### src/bod_pkg.sv
// Constants, types and decode table for the byte opcode decoder
package bod_pkg;

  localparam logic [15:0] RESET_PC = 16'h0000;
  localparam logic [2:0] STEP_RESET = 3'h0;

  typedef enum logic [5:0] {
    C_NONE = 6'b000000,
    C_ADD_R = 6'b000001,
    C_ADD_DIR = 6'b000010,
    C_ADD_IMM = 6'b000011,
    C_ADDC_R = 6'b000100,
    C_ADDC_IMM = 6'b000101,
    C_SUBB_R = 6'b000110,
    C_SUBB_IMM = 6'b000111,
    C_ANL_R = 6'b001000,
    C_ANL_IMM = 6'b001001,
    C_ANL_DA = 6'b001010,
    C_ANL_DI = 6'b001011,
    C_ORL_R = 6'b001100,
    C_ORL_IMM = 6'b001101,
    C_ORL_DA = 6'b001110,
    C_ORL_DI = 6'b001111,
    C_XRL_R = 6'b010000,
    C_XRL_IMM = 6'b010001,
    C_XRL_DA = 6'b010010,
    C_XRL_DI = 6'b010011,
    C_RL = 6'b010100,
    C_RR = 6'b010101,
    C_RLC = 6'b010110,
    C_RRC = 6'b010111,
    C_SWAP = 6'b011000,
    C_ANL_CB = 6'b011001,
    C_ANL_CNB = 6'b011010,
    C_ORL_CB = 6'b011011,
    C_ORL_CNB = 6'b011100,
    C_MOV_BC = 6'b011101,
    C_MOV_CB = 6'b011110,
    C_MOV_DD = 6'b011111,
    C_MOV_PTR = 6'b100000,
    C_MOVC = 6'b100001,
    C_PUSH = 6'b100010,
    C_POP = 6'b100011,
    C_XCHD = 6'b100100,
    C_MOVX_WR = 6'b100101,
    C_XCH_R = 6'b100110
  } bod_class_e;

  typedef struct packed {
    bod_class_e cls;
    logic [2:0] len;
    logic [2:0] cyc;
  } bod_info_s;

  // Unlisted opcodes pass as one byte, one cycle, class none
  function automatic bod_info_s bod_decode(input logic [7:0] op, input logic flat);
    bod_info_s r;
    r = '{C_NONE, 3'h1, 3'h1};
    case (op) inside
      [8'h28:8'h2F]: r = '{C_ADD_R, 3'h1, 3'h1};
      8'h25: r = '{C_ADD_DIR, 3'h2, 3'h2};
      8'h24: r = '{C_ADD_IMM, 3'h2, 3'h2};
      [8'h38:8'h3F]: r = '{C_ADDC_R, 3'h1, 3'h1};
      8'h34: r = '{C_ADDC_IMM, 3'h2, 3'h2};
      [8'h98:8'h9F]: r = '{C_SUBB_R, 3'h1, 3'h1};
      8'h94: r = '{C_SUBB_IMM, 3'h2, 3'h2};
      [8'h58:8'h5F]: r = '{C_ANL_R, 3'h1, 3'h1};
      8'h54: r = '{C_ANL_IMM, 3'h2, 3'h2};
      8'h52: r = '{C_ANL_DA, 3'h2, 3'h3};
      8'h53: r = '{C_ANL_DI, 3'h3, 3'h3};
      [8'h48:8'h4F]: r = '{C_ORL_R, 3'h1, 3'h1};
      8'h44: r = '{C_ORL_IMM, 3'h2, 3'h2};
      8'h42: r = '{C_ORL_DA, 3'h2, 3'h3};
      8'h43: r = '{C_ORL_DI, 3'h3, 3'h3};
      [8'h68:8'h6F]: r = '{C_XRL_R, 3'h1, 3'h1};
      8'h64: r = '{C_XRL_IMM, 3'h2, 3'h2};
      8'h62: r = '{C_XRL_DA, 3'h2, 3'h3};
      8'h63: r = '{C_XRL_DI, 3'h3, 3'h3};
      8'h23: r = '{C_RL, 3'h1, 3'h1};
      8'h03: r = '{C_RR, 3'h1, 3'h1};
      8'h33: r = '{C_RLC, 3'h1, 3'h1};
      8'h13: r = '{C_RRC, 3'h1, 3'h1};
      8'hC4: r = '{C_SWAP, 3'h1, 3'h1};
      8'h82: r = '{C_ANL_CB, 3'h2, 3'h2};
      8'hB0: r = '{C_ANL_CNB, 3'h2, 3'h2};
      8'h72: r = '{C_ORL_CB, 3'h2, 3'h2};
      8'hA0: r = '{C_ORL_CNB, 3'h2, 3'h2};
      8'h92: r = '{C_MOV_BC, 3'h2, 3'h3};
      8'hA2: r = '{C_MOV_CB, 3'h2, 3'h2};
      8'h85: r = '{C_MOV_DD, 3'h3, 3'h3};
      8'h90:
      begin
        if (flat)
          r = '{C_MOV_PTR, 3'h4, 3'h4};
        else
          r = '{C_MOV_PTR, 3'h3, 3'h3};
      end
      8'h93: r = '{C_MOVC, 3'h1, 3'h5};
      8'hC0: r = '{C_PUSH, 3'h2, 3'h3};
      8'hD0: r = '{C_POP, 3'h2, 3'h2};
      [8'hD6:8'hD7]: r = '{C_XCHD, 3'h1, 3'h3};
      8'hF0: r = '{C_MOVX_WR, 3'h1, 3'h2};
      [8'hC8:8'hCF]: r = '{C_XCH_R, 3'h1, 3'h2};
      default: r = '{C_NONE, 3'h1, 3'h1};
    endcase
    return r;
  endfunction : bod_decode

endpackage : bod_pkg

### src/bod_decoder.sv
// Opcode fetch, length and cycle sequencing for the byte core
`timescale 1ns/100ps
module bod_decoder
  import bod_pkg::*;
(
  // Clock, reset, enable
  input wire logic MCLK,
  input wire logic RSTN,
  input wire logic CE,
  // Address model select
  input wire logic FLAT_MODE,
  // Program memory
  output logic [15:0] PM_ADDR,
  input wire logic [7:0] PM_DATA,
  // Decoded instruction
  output logic DONE,
  output logic UNKNOWN,
  output bod_class_e OP_CLASS,
  output logic [7:0] OP_CODE,
  output logic [2:0] REG_NUM,
  output logic [7:0] OPND_A,
  output logic [7:0] OPND_B,
  output logic [7:0] OPND_C,
  output logic [15:0] INSTR_PC
);

  logic [2:0] step_q;
  logic [15:0] pc_q;
  logic [15:0] start_q;
  logic [7:0] op_q;
  bod_info_s inf_q;
  bod_info_s inf_w;
  logic first_w;
  logic last_w;
  logic fetch_w;
  logic [7:0] cur_op_w;
  logic [7:0] opnd_q [3];
  logic [7:0] opnd_d [3];

  assign first_w = (step_q == STEP_RESET);
  // Length latched at the opcode so a mode change mid-instruction is harmless
  assign inf_w = first_w ? bod_decode(PM_DATA, FLAT_MODE) : inf_q;
  assign last_w = (step_q == inf_w.cyc - 3'h1);
  assign fetch_w = (step_q < inf_w.len);
  assign cur_op_w = first_w ? PM_DATA : op_q;
  assign PM_ADDR = pc_q;

  always_ff @(posedge MCLK or negedge RSTN)
  begin
    if (!RSTN)
      step_q <= STEP_RESET;
    else if (CE)
      step_q <= last_w ? STEP_RESET : step_q + 3'h1;
  end

  // One byte per cycle until the length is used up
  always_ff @(posedge MCLK or negedge RSTN)
  begin
    if (!RSTN)
      pc_q <= RESET_PC;
    else if (CE && fetch_w)
      pc_q <= pc_q + 16'h0001;
  end

  always_ff @(posedge MCLK or negedge RSTN)
  begin
    if (!RSTN)
    begin
      start_q <= RESET_PC;
      op_q <= 8'h00;
      inf_q <= '{C_NONE, 3'h1, 3'h1};
    end
    else if (CE && first_w)
    begin
      start_q <= pc_q;
      op_q <= PM_DATA;
      inf_q <= inf_w;
    end
  end

  genvar gi;
  generate
    for (gi = 0; gi < 3; gi++)
    begin : g_opnd
      // Last operand byte bypasses storage when it lands in the final cycle
      always_comb
      begin
        if (first_w)
          opnd_d[gi] = 8'h00;
        else if (fetch_w && step_q == 3'(gi + 1))
          opnd_d[gi] = PM_DATA;
        else
          opnd_d[gi] = opnd_q[gi];
      end
      always_ff @(posedge MCLK or negedge RSTN)
      begin
        if (!RSTN)
          opnd_q[gi] <= 8'h00;
        else if (CE)
          opnd_q[gi] <= opnd_d[gi];
      end
    end
  endgenerate

  // Frozen with the rest while CE is low, so DONE may stretch
  always_ff @(posedge MCLK or negedge RSTN)
  begin
    if (!RSTN)
    begin
      DONE <= 1'b0;
      UNKNOWN <= 1'b0;
    end
    else if (CE)
    begin
      DONE <= last_w;
      UNKNOWN <= last_w && (inf_w.cls == C_NONE);
    end
  end

  always_ff @(posedge MCLK or negedge RSTN)
  begin
    if (!RSTN)
    begin
      OP_CLASS <= C_NONE;
      OP_CODE <= 8'h00;
      REG_NUM <= 3'h0;
      OPND_A <= 8'h00;
      OPND_B <= 8'h00;
      OPND_C <= 8'h00;
      INSTR_PC <= RESET_PC;
    end
    else if (CE && last_w)
    begin
      OP_CLASS <= inf_w.cls;
      OP_CODE <= cur_op_w;
      // Indirect forms name the pointer register by one bit only
      if (inf_w.cls == C_XCHD)
        REG_NUM <= {2'b00, cur_op_w[0]};
      else
        REG_NUM <= cur_op_w[2:0];
      OPND_A <= opnd_d[0];
      OPND_B <= opnd_d[1];
      OPND_C <= opnd_d[2];
      INSTR_PC <= first_w ? pc_q : start_q;
    end
  end

  // Helper: cycles spent by the instruction just reported
  logic [2:0] hcnt_q;
  logic [2:0] hcyc_q;
  logic [2:0] blen_w;
  // Model of the reported instruction, since the pin may move on at DONE
  logic hflat_q;
  assign blen_w = 3'(pc_q - INSTR_PC);

  always_ff @(posedge MCLK or negedge RSTN)
  begin
    if (!RSTN)
    begin
      hcnt_q <= 3'h0;
      hcyc_q <= 3'h0;
      hflat_q <= 1'b0;
    end
    else if (CE)
    begin
      hcnt_q <= last_w ? 3'h0 : hcnt_q + 3'h1;
      if (last_w)
        hcyc_q <= hcnt_q + 3'h1;
      if (first_w)
        hflat_q <= FLAT_MODE;
    end
  end

  a_one_cycle_ops: assert property (@(posedge MCLK) disable iff (!RSTN)
    DONE && OP_CLASS inside {C_ADD_R, C_ADDC_R, C_SUBB_R, C_ANL_R, C_ORL_R, C_XRL_R}
    |-> hcyc_q == 3'h1 && blen_w == 3'h1)
    else $error("register ALU op not one byte one cycle");

  a_rotate_swap: assert property (@(posedge MCLK) disable iff (!RSTN)
    DONE && OP_CLASS inside {C_RL, C_RR, C_RLC, C_RRC, C_SWAP} |-> hcyc_q == 3'h1 && blen_w == 3'h1)
    else $error("rotate or swap not one byte one cycle");

  a_two_two_ops: assert property (@(posedge MCLK) disable iff (!RSTN)
    DONE && OP_CLASS inside {C_ADD_DIR, C_ADD_IMM, C_ADDC_IMM, C_SUBB_IMM, C_ANL_IMM, C_ORL_IMM,
    C_XRL_IMM, C_ANL_CB, C_ANL_CNB, C_ORL_CB, C_ORL_CNB, C_MOV_CB, C_POP}
    |-> hcyc_q == 3'h2 && blen_w == 3'h2)
    else $error("two byte two cycle op timing wrong");

  a_two_three_ops: assert property (@(posedge MCLK) disable iff (!RSTN)
    DONE && OP_CLASS inside {C_ANL_DA, C_ORL_DA, C_XRL_DA, C_MOV_BC, C_PUSH}
    |-> hcyc_q == 3'h3 && blen_w == 3'h2)
    else $error("two byte three cycle op timing wrong");

  a_three_byte_ops: assert property (@(posedge MCLK) disable iff (!RSTN)
    DONE && OP_CLASS inside {C_ANL_DI, C_ORL_DI, C_XRL_DI, C_MOV_DD}
    |-> hcyc_q == 3'h3 && blen_w == 3'h3)
    else $error("three byte op timing wrong");

  a_pointer_load: assert property (@(posedge MCLK) disable iff (!RSTN)
    DONE && OP_CLASS == C_MOV_PTR |-> hcyc_q == blen_w && blen_w == (hflat_q ? 3'h4 : 3'h3))
    else $error("pointer load length wrong for model");

  a_one_byte_long: assert property (@(posedge MCLK) disable iff (!RSTN)
    DONE && blen_w == 3'h1 |-> (OP_CLASS == C_MOVC) == (hcyc_q == 3'h5)
    && (OP_CLASS == C_XCHD) == (hcyc_q == 3'h3))
    else $error("code read or nibble exchange cycles wrong");

  a_exchange_reg: assert property (@(posedge MCLK) disable iff (!RSTN)
    DONE && OP_CLASS inside {C_XCH_R, C_MOVX_WR} |-> hcyc_q == 3'h2 && blen_w == 3'h1
    && (OP_CLASS == C_MOVX_WR || (OP_CODE[7:3] == 5'h19 && REG_NUM == OP_CODE[2:0])))
    else $error("register exchange decode wrong");

  a_fetch_order: assert property (@(posedge MCLK) disable iff (!RSTN)
    CE && fetch_w |=> PM_ADDR == $past(PM_ADDR) + 16'h0001)
    else $error("fetch address did not advance");

endmodule : bod_decoder

### config.mk
export PLATFORM = sky130hd
export DESIGN_NAME = bod_decoder
export DESIGN_NICKNAME = d
export VERILOG_FILES = /design/src/bod_pkg.sv /design/src/bod_decoder.sv
export SDC_FILE = /design/constraint.sdc
export NUM_CORES = 1
export LEC_CHECK = 0
export ABC_AREA = 1
export BUFFER_PORTS_ARGS = -buffer_cell sky130_fd_sc_hd__buf_2
export CORE_ASPECT_RATIO = 0.5
export CORE_MARGIN = 5
export CORE_UTILIZATION = 59
export DETAILED_ROUTE_END_ITERATION = 10
export PLACE_DENSITY_LB_ADDON = 0.25
export SETUP_SLACK_MARGIN = 0.4
export SLEW_MARGIN = 25
export SYNTH_ARGS = -nofsm -noshare
export SYNTH_HDL_FRONTEND = slang
export SYNTH_SLANG_ARGS = --single-unit
### constraint.sdc
create_clock -name MCLK -period 3.9 [get_ports MCLK]
set_input_delay 0.585 -clock MCLK [delete_from_list [all_inputs] [get_ports MCLK]]
set_output_delay 0.585 -clock MCLK [all_outputs]
set_load 0.1 [all_outputs]
==> reports/results.tsv <==
metric	value	unit
status	finished clean	
total track usage	27.2	%
Synth top area share	46.6	%
Die X	167	um
Synth area leader	dfrtp_1	
register bit total from synthesis	137	
fin. max-slew vios	0	
num rows	28	
Syn-to-layout area delta	16.4	%
synth unique cells	37	
Yosys Warn Count	0	
MaxCap Viol Count	0	
largest net degree at the start of global routing	96	
most common cell in the netlist	nand2_1	
crit path DAT	3.60	ns
worst skew pair latency	0.42	ns
syn_nets	970	
unrepaired setup endpoints after global routing	false	
Setup crit end kind	flop	
simple-gate area share of the yosys netlist	30.8	%
core area	11900	um2
Max Root-Sink Buffers	2	
H-tree depth	4	
number of I/O pins	87	
first-pass GRT wire length	32.1	mm
crit-path cells	buf_2 > inv_1 > nand2_1 > nor2_1 > nand2_1 > nand2_1 > nor2_1 > nand3_1 > a21oi_1 > nand3_1 > nor3_1 > a21oi_1 > a21oi_1 > ha_1 > xnor2_1 > a21oi_1 > o21a_2 > nand3_4 > inv_2 > buf_12 > nand3_1 > nand2_1	
DP Worst Slack	0.196	ns
Final HPWL DP	13.0	mm
Tmin final	3.24	ns
drc violations	0	
post-synthesis sequential area ratio	47.4	%
Post-Synth XOR/XNOR Area	1.81	%
met3 usage	6.02	%
CP max stage cell	ha_1	
grt met1 use	37.3	%
number of iterations in the first detailed-routing pass	5	
number of diodes	0	
Mapped Area	7240	um2
Layout Skew	0.00717	ns
TNS Setup	0	ns
Max Clk Rate	308	MHz
Worst Tran Pin Value	0.857	ns
Starting Density	60.8	%
GP Congestion	0.961	
Largest stage delay, worst path	0.33	ns
vias	6546	
Max-Slew Margin vs Limit	42.9	%
placed cells	1176	
post-route insts no fill	1211	
fraction of registers with async set/reset	100	%
Post-Route Utilization	70.8	%
period utilization	83.2	%
final setup fails	0	
EDFF count, synth	0	
most used routing layer	met2	
total congestion overflow	0	
Mapped Cells	949	
Fillers	1002	
Clk pin slew, worst setup/hold paths	0.07	ns
Port Buffers	86	
DR iter-0 viols	644	
ANT nets after route	0	
met2 usage	45.3	%
clk root buf	clkbuf_16	
mux cell area share after synthesis	0.415	%
post-synthesis adder-cell area fraction	1.55	%
Post-synth top cells	nand2_1 (333), dfrtp_1 (135), inv_1 (89)	
Compound-Gate Fraction of Synth Area	9.79	%
fraction of layout cells with a size suffix above 1	18.0	%
die area	14700	um2
largest cells by area after synthesis	dfrtp_1 (47%), nand2_1 (17%), o21ai_0 (5.2%)	
vias per inst	5.41	
CTS tree	done	
largest family of logic cells by synthesized area	simple AND/OR/NAND/NOR gates	
setup slack after layout	0.657	ns
CP Max Fanout	35	
clk sinks	137	
height of the die	88.3	um
Primary FF master, synth	dfrtp_1	
TritonCTS Buffers	17	
Crit Path Class	in -> reg	
critical path startpoint category	input pin	
hold crit path type	in -> async	
R2R Setup Slk	0.73	ns
synthesized area per cell	7.63	um2
initial antenna violation count	0	
nets	1055	
vias in the first global route	6433	
total wire length	19.1	mm
wire per inst	15.8	um
Worst Path Required	4.26	ns
final count of hold timing violations	0	
[worst paths after layout]
kind | start | endpoint | cells past startpoint
setup / recovery | PM_DATA[2] | OPND_C[6] | 22
hold / removal | RSTN | INSTR_PC[5] | 1
setup reg to reg | step_q[1] | OPND_C[6] | 15
hold reg to reg | OPND_B[3] | OPND_B[3] | 2
max in group asynchronous | RSTN | inf_q[0] | 2
min in group MCLK | OPND_B[3] | OPND_B[3] | 2
[routing by layer]
| layer | part of all wire, % | up-vias |
|---|---|---|
| met1 | 46 | 3089 |
| met5 | 0 | - |
| met2 | 46 | 246 |
| li1 | - | 3181 |
| met4 | 1.3 | 0 |
| met3 | 6.9 | 30 |
[worst max-delay path: cells and delay by family]
kind | cells | cell delay (ns)
xor gates and xnor gates | 1 | 0.13
buffers and inverters | 4 | 0.66
and+or+nand+nor | 11 | 1.32
adders and majority gates | 1 | 0.33
AOI/OAI and AO/OA | 5 | 0.57
[sequential cells by signal, indices dropped and copies added, names as in the netlist]
register  count
opnd_q       24
INSTR_PC     16
PM_ADDR      16
start_q      16
inf_q        12
OPND_A        8
OPND_B        8
OPND_C        8
OP_CODE       8
op_q          8
OP_CLASS      6
step_q        3
REG_NUM       2
DONE          1
UNKNOWN       1
[kinds of logic after synthesis]
family | Yosys count
xor gates and xnor gates | 15
muxes | 3
buffers and inverters | 146
AOI/OAI and AO/OA | 126
and+or+nand+nor | 513
DFF | 137
adders and majority gates | 9
[stage by stage]
step / area, um2 / hold slack (ns)
2_1_floorplan: 7240 / 0.289
3_3_place_gp: 7830 / 0.458
3_5_place_dp: 7830 / 0.460
4_1_cts: 8390 / 0.293
5_1_grt: 8430 / 0.332
6_report: 8430 / 0.245
[final cells by class]
type | instances | area, um2 | share of cell area, %
timing repair buffer | 104 | 599 | 7.11
tap | 165 | 206 | 2.45
multi-input combinational | 666 | 3220 | 38.1
sequential | 137 | 3430 | 40.7
clock buffer | 18 | 429 | 5.09
inverter | 108 | 412 | 4.88
clock inverter | 13 | 139 | 1.65
[timing repair]
item                                    4_1_cts  5_1_grt
hold buffers                                  0        0
endpoints found under the setup margin        0       65
setup buffers                                 0        4
gates resized for setup                       0        5
[layout by cell type, fill, tap and decap left out, types with 2 or more instances in the layout]
cell type | synthesis | layout
buf_12 | 0 | 2
nor4_1 | 5 | 5
dfstp_2 | 2 | 2
dfrtp_1 | 135 | 135
buf_2 | 8 | 84
ha_1 | 9 | 9
inv_6 | 0 | 4
a21oi_1 | 23 | 23
nand2_2 | 3 | 4
clkbuf_16 | 0 | 17
a21oi_2 | 16 | 16
clkinv_1 | 2 | 2
o21ai_0 | 75 | 75
mux2i_1 | 3 | 3
nor3_1 | 10 | 10
xor2_1 | 13 | 13
nand3_4 | 3 | 3
nor2_2 | 4 | 4
inv_2 | 17 | 17
inv_8 | 0 | 3
nand3b_1 | 32 | 32
o21ai_1 | 4 | 4
nand4_1 | 12 | 12
nand3_2 | 2 | 2
xnor2_1 | 2 | 2
clkinv_4 | 0 | 2
inv_1 | 89 | 87
nand2_1 | 333 | 332
buf_4 | 3 | 16
clkinvlp_4 | 0 | 4
a31oi_1 | 2 | 2
nand3_1 | 38 | 38
nor2_1 | 69 | 69
Power is left out: the tool's default activity adds up to more than one toggle a clock period on the data nets, which glitch-free logic cannot reach.
